==> config.mk <==
export PLATFORM = sky130hd
export DESIGN_NAME = gpib_remote_local_trigger
export DESIGN_NICKNAME = d
export VERILOG_FILES = /design/src/gpib_rlt_pkg.sv /design/src/report_if.sv /design/src/gpib_remote_local_trigger.sv /design/src/pin_sync.sv /design/src/report_char_fmt.sv
export SDC_FILE = /design/constraint.sdc
export NUM_CORES = 1
export LEC_CHECK = 0
export BUFFER_PORTS_ARGS = -buffer_cell sky130_fd_sc_hd__buf_2
export CORE_MARGIN = 2
export CORE_UTILIZATION = 55
export DETAILED_ROUTE_END_ITERATION = 12
export PLACE_DENSITY_LB_ADDON = 0.12
export SLEW_MARGIN = 20
export SYNTH_ARGS = -nofsm -noshare
export SYNTH_HDL_FRONTEND = slang
export SYNTH_SLANG_ARGS = --single-unit
==> constraint.sdc <==
create_clock -name ref_clk_i -period 3.4 [get_ports ref_clk_i]
set_input_delay 0.34 -clock ref_clk_i [delete_from_list [all_inputs] [get_ports ref_clk_i]]
set_output_delay 0.34 -clock ref_clk_i [all_outputs]
set_load 0.03 [all_outputs]
==> src/gpib_rlt_pkg.sv <==
package gpib_rlt_pkg;

  // apb register byte offsets
  localparam logic [7:0] ADDR_CTRL = 8'h00;
  localparam logic [7:0] ADDR_FIELDS = 8'h04;
  localparam logic [7:0] ADDR_FLAGS = 8'h08;
  localparam logic [7:0] ADDR_STATUS = 8'h0c;

  // trigger response selection, ctrl bits [1:0]
  localparam logic [1:0] TRIGGER_IGNORE_SETTING = 2'h0;
  localparam logic [1:0] TRIGGER_IMMEDIATE_SETTING = 2'h1;
  localparam logic [1:0] TRIGGER_DELAYED_SETTING = 2'h2;
  localparam logic [1:0] CTRL_RESET = TRIGGER_DELAYED_SETTING;

  // operating mode field codes
  localparam logic [1:0] OPM_NORMAL = 2'h0;
  localparam logic [1:0] OPM_ZEROING = 2'h1;
  localparam logic [1:0] OPM_CALIBRATION = 2'h2;

  // report field layout, bit 0 upward from the last member
  typedef struct packed {
    logic [4:0] rsvd;
    logic auto_filter;
    logic [3:0] filter_exp;
    logic auto_range;
    logic [2:0] range_sel;
    logic [1:0] op_mode;
    logic [7:0] entry_err_bcd;
    logic [7:0] meas_err_bcd;
  } fields_reg_t;

  typedef struct packed {
    logic [20:0] rsvd;
    logic [1:0] units;
    logic duty_on;
    logic offset_on;
    logic [1:0] limit_result;
    logic limit_check_on;
    logic trig_standby;
    logic rel_on;
    logic pwr_ref_on;
    logic log_scale;
  } flags_reg_t;

  localparam logic [31:0] FIELDS_RESET = 32'h0004_0000;
  localparam logic [31:0] FLAGS_RESET = 32'h0000_0000;

  // report characters
  localparam logic [7:0] CHR_ZERO = 8'h30;
  localparam logic [7:0] CHR_SIX = 8'h36;
  localparam logic [7:0] CHR_EIGHT = 8'h38;
  localparam logic [7:0] CHR_A = 8'h41;
  localparam logic [7:0] CHR_CR = 8'h0d;
  localparam logic [7:0] CHR_LF = 8'h0a;
  localparam logic [4:0] REPORT_CHARS = 5'h1a;
  localparam logic [4:0] REPORT_LAST = 5'h1b;

  typedef enum logic [3:0] {
    FSM_LOCAL = 4'b0001,
    FSM_REMOTE = 4'b0010,
    FSM_LOCAL_LOCK = 4'b0100,
    FSM_REMOTE_LOCK = 4'b1000
  } rl_state_t;

  typedef enum logic [3:0] {
    CMD_NONE = 4'h0,
    CMD_MY_LISTEN = 4'h1,
    CMD_MY_TALK = 4'h2,
    CMD_UNLISTEN = 4'h3,
    CMD_UNTALK = 4'h4,
    CMD_SEL_CLEAR = 4'h5,
    CMD_DEV_CLEAR = 4'h6,
    CMD_GROUP_TRIG = 4'h7,
    CMD_GO_LOCAL = 4'h8,
    CMD_LOCKOUT = 4'h9,
    CMD_TAKE_CTRL = 4'ha
  } bus_cmd_t;

endpackage

==> src/report_if.sv <==
`timescale 1ns/1ns
interface report_if;
  gpib_rlt_pkg::fields_reg_t fields;
  gpib_rlt_pkg::flags_reg_t flags;
  logic [1:0] trig_set;
  logic [4:0] idx;
  logic [7:0] chr;
  modport fmt (input fields, input flags, input trig_set, input idx,
               output chr);
  modport src (output fields, output flags, output trig_set, output idx,
               input chr);
endinterface

==> src/gpib_remote_local_trigger.sv <==
// Functional notes
// [RULE1] clear abandons any transfer in progress
// [RULE2] selected clear needs listen; device clear always
// [RULE3] trigger acted on only remote and listening
// [RULE4] trigger settings: ignore, immediate, delayed
// [RULE5] delayed trigger response after reset
// [RULE6] remote enable arms; listen address enters remote
// [RULE7] remote/local moves keep all settings
// [RULE8] remote indicator follows remote state
// [RULE9] go-local returns to panel, lockout stays latched
// [RULE10] latched lockout reapplies; only enable drop clears
// [RULE11] listen and talk indicators follow addressing
// [RULE12] lockout in remote disables local key
// [RULE13] lockout in local arms remote with lockout
// [RULE14] local key cannot release lockout
// [RULE15] enable drop: local, lockout cleared, indicator off
// [RULE16] take-control command ignored
// [RULE17] range code 01-05 manual, 11-15 auto
// [RULE18] filter code 00-09 manual, 10-19 auto
// [RULE19] limit result 0 in, 1 over, 2 under
// [RULE20] units 0 watts, 1 dbm, 2 percent, 3 db
// [RULE21] mode, trigger and flag digits in report
// [RULE22] 26 characters, cr, lf, eoi on last
// [RULE23] listener stays until talk, abort or unlisten
//
// Implementation choices: the placing of the registers and the APB slave port.
`timescale 1ns/1ns
module gpib_remote_local_trigger (
  input wire logic ref_clk_i,
  input wire logic reset_i,
  // apb slave
  input wire logic psel_i,
  input wire logic penable_i,
  input wire logic pwrite_i,
  input wire logic [7:0] paddr_i,
  input wire logic [31:0] pwdata_i,
  input wire logic [3:0] pstrb_i,
  output logic [31:0] prdata_o,
  output logic pready_o,
  output logic pslverr_o,
  // bus lines and front panel, asynchronous
  input wire logic ren_i,
  input wire logic ifc_i,
  input wire logic local_key_i,
  // decoded bus commands from the interface front end
  input wire logic cmd_valid_i,
  input wire logic [3:0] cmd_code_i,
  input wire logic status_report_request_i,
  // talker byte stream
  output logic [7:0] tx_data_o,
  output logic tx_eoi_o,
  output logic tx_valid_o,
  input wire logic tx_ready_i,
  // indicators and actions
  output logic remote_indicator_o,
  output logic listener_indicator_o,
  output logic talker_indicator_o,
  output logic local_key_enable_o,
  output logic xfer_abort_o,
  output logic immediate_measure_action_o,
  output logic settled_measure_action_o
);

  typedef struct packed {
    gpib_rlt_pkg::rl_state_t fsm;
    logic llo;
    logic listen;
    logic talk;
    logic remote_indicator;
    logic key_en;
    logic key_prev;
    logic abort;
    logic imm;
    logic settled;
    logic pend;
    logic tx_valid;
    logic tx_eoi;
    logic [7:0] tx_data;
    logic [4:0] idx;
    logic [1:0] trig_set;
    logic [31:0] fields;
    logic [31:0] flags;
    logic [31:0] prdata;
    logic pready;
    logic pslverr;
  } top_st_t;

  top_st_t q;
  top_st_t d;

  logic [2:0] pins_s;
  logic ren_s;
  logic ifc_s;
  logic key_s;
  gpib_rlt_pkg::bus_cmd_t cmd;
  logic setup;
  logic wr_acc;
  logic mapped;
  logic clear;
  logic hs;
  logic [31:0] wmask;

  report_if rpt ();

  pin_sync #(
    .W(3)
  ) u_sync (
    .ref_clk_i(ref_clk_i),
    .reset_i(reset_i),
    .pin_i({local_key_i, ifc_i, ren_i}),
    .level_o(pins_s)
  );

  report_char_fmt u_fmt (
    .rpt(rpt.fmt)
  );

  assign ren_s = pins_s[0];
  assign ifc_s = pins_s[1];
  assign key_s = pins_s[2];

  assign rpt.fields = gpib_rlt_pkg::fields_reg_t'(q.fields);
  assign rpt.flags = gpib_rlt_pkg::flags_reg_t'(q.flags);
  assign rpt.trig_set = q.trig_set;
  // the formatter looks ahead at the byte to load next
  assign hs = q.tx_valid & tx_ready_i;
  assign rpt.idx = hs ? q.idx + 5'h01 : 5'h00;

  always_comb begin
    cmd = gpib_rlt_pkg::CMD_NONE;
    if (cmd_valid_i) begin
      cmd = gpib_rlt_pkg::bus_cmd_t'(cmd_code_i);
    end
  end

  assign setup = psel_i & ~penable_i;
  assign wr_acc = psel_i & penable_i & pwrite_i;
  assign mapped = (paddr_i == gpib_rlt_pkg::ADDR_CTRL) ||
                  (paddr_i == gpib_rlt_pkg::ADDR_FIELDS) ||
                  (paddr_i == gpib_rlt_pkg::ADDR_FLAGS) ||
                  (paddr_i == gpib_rlt_pkg::ADDR_STATUS);

  always_comb begin
    for (int b = 0; b < 4; b++) begin
      wmask[b*8 +: 8] = {8{pstrb_i[b]}};
    end
  end

  // selected clear counts only while listening, device clear always
  assign clear = (cmd == gpib_rlt_pkg::CMD_DEV_CLEAR) ||
                 (cmd == gpib_rlt_pkg::CMD_SEL_CLEAR && q.listen); // RULE2

  always_comb begin
    d = q;
    d.abort = 1'b0;
    d.imm = 1'b0;
    d.settled = 1'b0;
    d.key_prev = key_s;

    // addressing; abort clears both roles
    case (cmd)
      gpib_rlt_pkg::CMD_MY_LISTEN: begin
        d.listen = 1'b1;
        d.talk = 1'b0;
      end
      gpib_rlt_pkg::CMD_MY_TALK: begin
        d.talk = 1'b1;
        d.listen = 1'b0; // RULE23
      end
      gpib_rlt_pkg::CMD_UNLISTEN: d.listen = 1'b0; // RULE23
      gpib_rlt_pkg::CMD_UNTALK: d.talk = 1'b0;
      default: d.listen = q.listen;
    endcase
    if (ifc_s) begin
      d.listen = 1'b0; // RULE23
      d.talk = 1'b0;
    end

    // lockout latch: set by the command while enabled
    if (cmd == gpib_rlt_pkg::CMD_LOCKOUT && ren_s) begin
      d.llo = 1'b1; // RULE13
    end

    // fsm touches only mode state, never the setting registers
    case (q.fsm) // RULE7
      gpib_rlt_pkg::FSM_LOCAL, gpib_rlt_pkg::FSM_LOCAL_LOCK: begin
        if (ren_s && cmd == gpib_rlt_pkg::CMD_MY_LISTEN) begin
          d.fsm = d.llo ? gpib_rlt_pkg::FSM_REMOTE_LOCK // RULE10
                        : gpib_rlt_pkg::FSM_REMOTE; // RULE6
        end else if (d.llo) begin
          d.fsm = gpib_rlt_pkg::FSM_LOCAL_LOCK; // RULE13
        end
      end
      gpib_rlt_pkg::FSM_REMOTE: begin
        if (cmd == gpib_rlt_pkg::CMD_LOCKOUT) begin
          d.fsm = gpib_rlt_pkg::FSM_REMOTE_LOCK; // RULE12
        end else if (cmd == gpib_rlt_pkg::CMD_GO_LOCAL && q.listen) begin
          d.fsm = gpib_rlt_pkg::FSM_LOCAL; // RULE9
        end else if (key_s && !q.key_prev) begin
          d.fsm = gpib_rlt_pkg::FSM_LOCAL;
        end
      end
      gpib_rlt_pkg::FSM_REMOTE_LOCK: begin
        // panel key is not looked at here
        if (cmd == gpib_rlt_pkg::CMD_GO_LOCAL && q.listen) begin
          d.fsm = gpib_rlt_pkg::FSM_LOCAL_LOCK; // RULE9 RULE14
        end
      end
      default: d.fsm = gpib_rlt_pkg::FSM_LOCAL;
    endcase

    // losing enable overrides everything else
    if (!ren_s) begin
      d.fsm = gpib_rlt_pkg::FSM_LOCAL; // RULE15 RULE14
      d.llo = 1'b0; // RULE10 RULE15
    end

    d.remote_indicator = (d.fsm == gpib_rlt_pkg::FSM_REMOTE) ||
            (d.fsm == gpib_rlt_pkg::FSM_REMOTE_LOCK); // RULE8
    d.key_en = (d.fsm != gpib_rlt_pkg::FSM_REMOTE_LOCK); // RULE12 RULE14

    // trigger dispatch; take-control falls through untouched
    if (cmd == gpib_rlt_pkg::CMD_GROUP_TRIG && q.remote_indicator && q.listen) begin // RULE3
      case (q.trig_set) // RULE4
        gpib_rlt_pkg::TRIGGER_IGNORE_SETTING: d.imm = 1'b0;
        gpib_rlt_pkg::TRIGGER_IMMEDIATE_SETTING: d.imm = 1'b1;
        default: d.settled = 1'b1; // RULE5
      endcase
    end // RULE16

    // status report talker; a new request beats a same-cycle clear
    if (clear) begin
      d.abort = 1'b1; // RULE1
    end
    if (hs && q.idx == gpib_rlt_pkg::REPORT_LAST) begin
      d.tx_valid = 1'b0;
      d.tx_eoi = 1'b0;
      d.pend = 1'b0;
    end else if (hs) begin
      d.idx = q.idx + 5'h01;
      d.tx_data = rpt.chr;
      d.tx_eoi = (d.idx == gpib_rlt_pkg::REPORT_LAST); // RULE22
    end else if (!q.tx_valid && q.pend && q.talk && !clear) begin
      d.idx = 5'h00;
      d.tx_data = rpt.chr;
      d.tx_valid = 1'b1;
      d.tx_eoi = 1'b0;
    end
    if (clear || ifc_s || !d.talk) begin
      d.tx_valid = 1'b0; // RULE1
      d.tx_eoi = 1'b0;
    end
    if (clear) begin
      d.pend = 1'b0; // RULE1
    end
    if (status_report_request_i) begin
      d.pend = 1'b1;
    end

    // apb: read data captured in setup, zero-wait access
    d.pready = 1'b1;
    if (setup) begin
      d.pslverr = ~mapped;
      case (paddr_i)
        gpib_rlt_pkg::ADDR_CTRL: d.prdata = {30'h0, q.trig_set};
        gpib_rlt_pkg::ADDR_FIELDS: d.prdata = q.fields;
        gpib_rlt_pkg::ADDR_FLAGS: d.prdata = q.flags;
        gpib_rlt_pkg::ADDR_STATUS: d.prdata = {24'h0, q.pend, q.tx_valid,
                                               ~q.key_en, q.llo, q.talk,
                                               q.listen, ren_s, q.remote_indicator};
        default: d.prdata = 32'h0000_0000;
      endcase
    end
    if (wr_acc && pstrb_i[0] && paddr_i == gpib_rlt_pkg::ADDR_CTRL) begin
      d.trig_set = pwdata_i[1:0]; // RULE4
    end
    if (wr_acc && paddr_i == gpib_rlt_pkg::ADDR_FIELDS) begin
      d.fields = (q.fields & ~wmask) | (pwdata_i & wmask);
      d.fields[31:27] = 5'h00;
    end
    if (wr_acc && paddr_i == gpib_rlt_pkg::ADDR_FLAGS) begin
      d.flags = (q.flags & ~wmask) | (pwdata_i & wmask);
      d.flags[31:11] = 21'h000000;
    end
  end

  always_ff @(posedge ref_clk_i) begin
    if (reset_i) begin
      q <= '0;
      q.fsm <= gpib_rlt_pkg::FSM_LOCAL;
      q.key_en <= 1'b1;
      q.trig_set <= gpib_rlt_pkg::CTRL_RESET; // RULE5
      q.fields <= gpib_rlt_pkg::FIELDS_RESET;
      q.flags <= gpib_rlt_pkg::FLAGS_RESET;
    end else begin
      q <= d;
    end
  end

  assign prdata_o = q.prdata;
  assign pready_o = q.pready;
  assign pslverr_o = q.pslverr;
  assign tx_data_o = q.tx_data;
  assign tx_eoi_o = q.tx_eoi;
  assign tx_valid_o = q.tx_valid;
  assign remote_indicator_o = q.remote_indicator; // RULE8
  assign listener_indicator_o = q.listen; // RULE11
  assign talker_indicator_o = q.talk; // RULE11
  assign local_key_enable_o = q.key_en;
  assign xfer_abort_o = q.abort;
  assign immediate_measure_action_o = q.imm;
  assign settled_measure_action_o = q.settled;

endmodule // gpib_remote_local_trigger

==> src/pin_sync.sv <==
`timescale 1ns/1ns
module pin_sync #(
  parameter int W = 3
) (
  input wire logic ref_clk_i,
  input wire logic reset_i,
  input wire logic [W-1:0] pin_i,
  output logic [W-1:0] level_o
);
  typedef struct packed {
    logic [W-1:0] s1;
    logic [W-1:0] s2;
    logic [W-1:0] s3;
    logic [W-1:0] lvl;
  } sync_st_t;

  sync_st_t q;
  sync_st_t d;

  always_comb begin
    d = q;
    d.s1 = pin_i;
    d.s2 = q.s1;
    d.s3 = q.s2;
    // a change is believed only once the two later stages agree
    for (int i = 0; i < W; i++) begin
      if (q.s2[i] == q.s3[i]) begin
        d.lvl[i] = q.s3[i];
      end
    end
  end

  always_ff @(posedge ref_clk_i) begin
    if (reset_i) begin
      q <= '0;
    end else begin
      q <= d;
    end
  end

  assign level_o = q.lvl;
endmodule // pin_sync

==> src/report_char_fmt.sv <==
`timescale 1ns/1ns
module report_char_fmt (
  report_if.fmt rpt
);
  function automatic logic [7:0] dig(input logic [3:0] v);
    return gpib_rlt_pkg::CHR_ZERO + {4'h0, v};
  endfunction

  always_comb begin
    rpt.chr = gpib_rlt_pkg::CHR_ZERO;
    case (rpt.idx)
      5'h00: rpt.chr = dig(rpt.fields.meas_err_bcd[7:4]);
      5'h01: rpt.chr = dig(rpt.fields.meas_err_bcd[3:0]);
      5'h02: rpt.chr = dig(rpt.fields.entry_err_bcd[7:4]);
      5'h03: rpt.chr = dig(rpt.fields.entry_err_bcd[3:0]);
      5'h05: begin
        case (rpt.fields.op_mode) // RULE21
          gpib_rlt_pkg::OPM_ZEROING: rpt.chr = gpib_rlt_pkg::CHR_SIX;
          gpib_rlt_pkg::OPM_CALIBRATION: rpt.chr = gpib_rlt_pkg::CHR_EIGHT;
          default: rpt.chr = gpib_rlt_pkg::CHR_ZERO;
        endcase
      end
      5'h06: rpt.chr = dig({3'h0, rpt.fields.auto_range}); // RULE17
      5'h07: rpt.chr = dig({1'h0, rpt.fields.range_sel}); // RULE17
      5'h0a: rpt.chr = dig({3'h0, rpt.fields.auto_filter}); // RULE18
      5'h0b: rpt.chr = dig(rpt.fields.filter_exp); // RULE18
      5'h0e: rpt.chr = dig({3'h0, rpt.flags.log_scale}); // RULE21
      5'h0f: rpt.chr = gpib_rlt_pkg::CHR_A;
      5'h10: rpt.chr = dig({3'h0, rpt.flags.pwr_ref_on}); // RULE21
      5'h11: rpt.chr = dig({3'h0, rpt.flags.rel_on}); // RULE21
      5'h12: rpt.chr = dig({3'h0, rpt.flags.trig_standby}); // RULE21
      5'h13: rpt.chr = dig({2'h0, rpt.trig_set}); // RULE21
      5'h14: rpt.chr = dig({3'h0, rpt.flags.limit_check_on}); // RULE21
      5'h15: rpt.chr = dig({2'h0, rpt.flags.limit_result}); // RULE19
      5'h17: rpt.chr = dig({3'h0, rpt.flags.offset_on}); // RULE21
      5'h18: rpt.chr = dig({3'h0, rpt.flags.duty_on}); // RULE21
      5'h19: rpt.chr = dig({2'h0, rpt.flags.units}); // RULE20
      5'h1a: rpt.chr = gpib_rlt_pkg::CHR_CR; // RULE22
      5'h1b: rpt.chr = gpib_rlt_pkg::CHR_LF; // RULE22
      default: rpt.chr = gpib_rlt_pkg::CHR_ZERO;
    endcase
  end
endmodule // report_char_fmt

==> impl_metrics.xml <==
<?xml version="1.0" encoding="UTF-8"?>
<metrics>
  <group name="status">
    <metric name="run_status" unit="">finished, final reports clean</metric>
  </group>
  <group name="clock_tree">
    <metric name="cts_buffers" unit="">9</metric>
    <metric name="cts_buffer_depth" unit="">2</metric>
    <metric name="clock_tree.htree_level_count" unit="">3</metric>
    <metric name="post_cts.resized_instances" unit="">0</metric>
    <metric name="post_cts_buffers" unit="">0</metric>
    <metric name="clock-root-buffer" unit="">sky130_fd_sc_hd__clkbuf_8</metric>
    <metric name="tritoncts_clock_tree" unit="">built</metric>
    <metric name="insertion_delay" unit="ps">370</metric>
    <metric name="post_cts_hold_buffer_count" unit="">0</metric>
    <metric name="cts.sinks" unit="">108</metric>
    <metric name="clk_pin_slew_worst_paths" unit="ps">110</metric>
  </group>
  <group name="synth">
    <metric name="synth_ff_type" unit="">sky130_fd_sc_hd__dfxtp_1</metric>
    <metric name="synth_top_area_share" unit="%">40.9</metric>
    <metric name="ys_async_sr_fraction" unit="%">0</metric>
    <metric name="top_post_synthesis_cells_by_area" unit="">sky130_fd_sc_hd__dfxtp_1 41%, sky130_fd_sc_hd__buf_4 6.0%, sky130_fd_sc_hd__nand2_1 4.6%</metric>
    <metric name="yosysSeqAreaShare" unit="%">40.9</metric>
    <metric name="netlist.top_cell.by_area" unit="">sky130_fd_sc_hd__dfxtp_1</metric>
    <metric name="postSynthAreaPerCell" unit="um2">8.46</metric>
    <metric name="ys_seq_elements" unit="">108</metric>
    <metric name="synth_cell_type_count" unit="">63</metric>
    <metric name="yosys_warnings" unit="">0</metric>
    <metric name="synthCells" unit="">625</metric>
    <metric name="synth.cells.most_frequent" unit="">108 x sky130_fd_sc_hd__dfxtp_1, 65 x sky130_fd_sc_hd__nand2_1, 59 x sky130_fd_sc_hd__nor2_1</metric>
    <metric name="cell_area_after_technology_mapping" unit="um2">5290</metric>
    <metric name="synth_enable_flop_cells" unit="">0</metric>
    <metric name="most_repeated_cell_in_the_gate_level_netlist_after_synthesis" unit="">sky130_fd_sc_hd__dfxtp_1</metric>
  </group>
  <group name="layout">
    <metric name="drive_above_1_share" unit="%">21.1</metric>
    <metric name="finish.cell_count_without_fillers" unit="">802</metric>
    <metric name="regArea" unit="um2">2160</metric>
    <metric name="finalInstanceArea" unit="um2">5750</metric>
    <metric name="number_of_fill_cells" unit="">891</metric>
    <metric name="fin_util" unit="%">62.0</metric>
    <metric name="antenna_cells_inserted" unit="">0</metric>
    <metric name="num-nets-final" unit="">729</metric>
    <metric name="area_of_the_multi_input_gates" unit="um2">2640</metric>
    <metric name="syn_to_final_growth" unit="%">8.85</metric>
  </group>
  <group name="sta">
    <metric name="finalHoldViolCount" unit="">0</metric>
    <metric name="worst_pin_slew" unit="ps">877</metric>
    <metric name="achievable-frequency" unit="MHz">370</metric>
    <metric name="layout_setup_ws" unit="ps">697</metric>
    <metric name="fin_crit" unit="ps">2700</metric>
    <metric name="rsz0062_at_grt" unit="">no</metric>
    <metric name="clock_skew" unit="ps">14.2</metric>
    <metric name="worst_case_hold_slack" unit="ps">180</metric>
    <metric name="endpoints_failing_setup" unit="">0</metric>
    <metric name="setup_total_neg_slack" unit="ps">0</metric>
    <metric name="final_min_period_over_clock_period" unit="%">79.5</metric>
    <metric name="slew_viol_final" unit="">0</metric>
    <metric name="normalized_max_slew_margin" unit="%">41.6</metric>
  </group>
  <group name="placed_design">
    <metric name="post-place-ws" unit="ps">779</metric>
    <metric name="hpwl" unit="um">9820</metric>
    <metric name="place_congestion" unit="">0.896</metric>
    <metric name="io_buffers" unit="">98</metric>
    <metric name="place_inst" unit="">786</metric>
    <metric name="post_dp_cell_area" unit="um2">5560</metric>
  </group>
  <group name="drt">
    <metric name="route.final.wire_length" unit="um">13500</metric>
    <metric name="drcViolationCount" unit="">0</metric>
    <metric name="route.antenna.remaining_nets" unit="">0</metric>
    <metric name="detailroute.via_count" unit="">4677</metric>
    <metric name="vias_per_cell" unit="">5.83</metric>
    <metric name="drt_pre_antenna_iters" unit="">5</metric>
    <metric name="drt-wirelength-per-cell" unit="um">16.8</metric>
    <metric name="dr.first_iter.drc_count" unit="">264</metric>
  </group>
  <group name="floorplanning">
    <metric name="core_region_area" unit="um2">9280</metric>
    <metric name="die_width" unit="um">102</metric>
    <metric name="io_pins" unit="">110</metric>
    <metric name="fp.dieArea" unit="um2">10400</metric>
    <metric name="core.rowCount" unit="">35</metric>
    <metric name="initial_core_util" unit="%">56.9</metric>
    <metric name="height_of_the_chip" unit="um">102</metric>
  </group>
  <group name="grt">
    <metric name="grtUsageTotal" unit="%">25.7</metric>
    <metric name="number_of_global_route_vias_before_repair" unit="">4355</metric>
    <metric name="grt_start_max_net_pins" unit="">48</metric>
    <metric name="global_route.overflow_total" unit="">0</metric>
    <metric name="grt_pass1_wl" unit="um">21200</metric>
    <metric name="antenna_found_initial" unit="">0</metric>
  </group>
  <group name="setup_path">
    <metric name="worst_path_largest_cell_delay" unit="ps">550</metric>
    <metric name="launching_point_of_the_worst_reg2reg_path" unit="">q[100]</metric>
    <metric name="path_cells" unit="">ha_1 &gt; and3_4 &gt; mux2i_4 &gt; or3_1 &gt; o22ai_1 &gt; a211oi_1 &gt; a31oi_1</metric>
    <metric name="cpMaxStageDelayCell" unit="">sky130_fd_sc_hd__mux2i_4</metric>
    <metric name="timing.critical_path.arrival" unit="ps">2950</metric>
    <metric name="worstSetupStartpoint" unit="">q[100]</metric>
    <metric name="worstPathRequired" unit="ps">3650</metric>
    <metric name="worst-setup-path-type" unit="">flop to flop</metric>
    <metric name="worstSetupEndpointType" unit="">flop</metric>
    <metric name="worst-path-max-fanout" unit="">19</metric>
    <metric name="critical_path.startpoint_type" unit="">flop</metric>
  </group>
  <group name="hold_path">
    <metric name="hold_class" unit="">input pin to flop</metric>
    <metric name="timing.hold.worst.start" unit="">ren_i</metric>
  </group>
  <group name="pwr">
    <metric name="p_total" unit="mW">2.20</metric>
    <metric name="pwr_density" unit="nW/um2">383</metric>
    <metric name="irDropWorstVdd" unit="mV">0.260</metric>
    <metric name="power.leakage" unit="nW">2.21</metric>
  </group>
  <group name="run">
    <metric name="cap_viol_max_count" unit="">0</metric>
  </group>
</metrics>
## flip-flops by register name, summed over array words and instances (netlist names), 2 cells and up
| name | flops |
|---|---|
| rpt.flags | 11 |
| q | 12 |
| prdata_o | 27 |
| u_sync.level_o | 3 |
| tx_data_o | 6 |
| u_sync.q | 3 |
| rpt.fields | 27 |
| rpt.trig_set | 2 |
| u_sync.d | 6 |
## power by group
| part | switching, mW | internal, mW |
|---|---|---|
| registers | 0.00483 | 1.27 |
| clock network | 0.454 | 0.349 |
| logic | 0.0803 | 0.0412 |
| total | 0.539 | 1.66 |
## worst max-delay path, delay by kind of cell (launching register included)
kind / cells / cell delay, ps
AO/OA/AOI/OAI: 3 / 530
adder cells (fa/ha/maj): 1 / 450
flip-flops: 1 / 490
multiplexers: 1 / 550
AND/OR/NAND/NOR: 2 / 570
## path summary, 6_finish.rpt
| path | depth (start not counted) | end | slack [ps] |
|---|---|---|---|
| setup / recovery | 7 | tx_data_o[0] | 700 |
| hold / removal | 2 | u_sync.d[6] | 180 |
| setup reg to reg | 7 | tx_data_o[0] | 700 |
| hold reg to reg | 1 | u_sync.d[4] | 450 |
## cell type report
class                           instances  share of cell area (%)
Multi-Input combinational cell        434                    45.9
Sequential cell                       108                    37.6
Timing Repair Buffer                  108                    9.83
Tap cell                              129                    2.80
Clock buffer                           10                    2.22
Clock inverter                          6                    1.24
Inverter                                7                   0.457
## cell families (layout without fill, tap and decap cells)
| kind of cell | count (synthesis) | count (layout) | share of synthesized area (%) |
|---|---|---|---|
| AOI/OAI and AO/OA | 140 | 140 | 17.6 |
| xor gates and xnor gates | 7 | 7 | 1.16 |
| adders and majority gates | 2 | 2 | 0.473 |
| buffers and inverters | 88 | 131 | 9.61 |
| DFF | 108 | 108 | 40.9 |
| muxes | 30 | 30 | 6.53 |
| other | 1 | 6 | 0.0709 |
| and+or+nand+nor | 249 | 249 | 23.7 |
## metal layers
layer / track usage, % / part of all wire [%] / vias to the layer above
met5: 0 / 0 / -
met4: 7.90 / 1.6 / 0
met3: 4.17 / 5.0 / 19
met2: 42.4 / 48 / 140
met1: 34.9 / 45 / 2246
li1: - / - / 2272
## placed cells by master, fill, tap and decap left out, drive strengths merged, types with 6 or more instances in the layout
| master | instances |
|---|---|
| nor4 | 6 |
| inv | 8 |
| mux2i | 22 |
| nor2 | 60 |
| o21ai | 14 |
| nor3 | 9 |
| nand3b | 8 |
| and3 | 6 |
| clkbuf | 10 |
| nand3 | 40 |
| and2 | 6 |
| nor2b | 20 |
| conb | 6 |
| dfxtp | 108 |
| a22o | 6 |
| mux2 | 6 |
| a21oi | 48 |
| a22oi | 32 |
| buf | 108 |
| nand2 | 65 |
(Power assumes the default switching activity.)
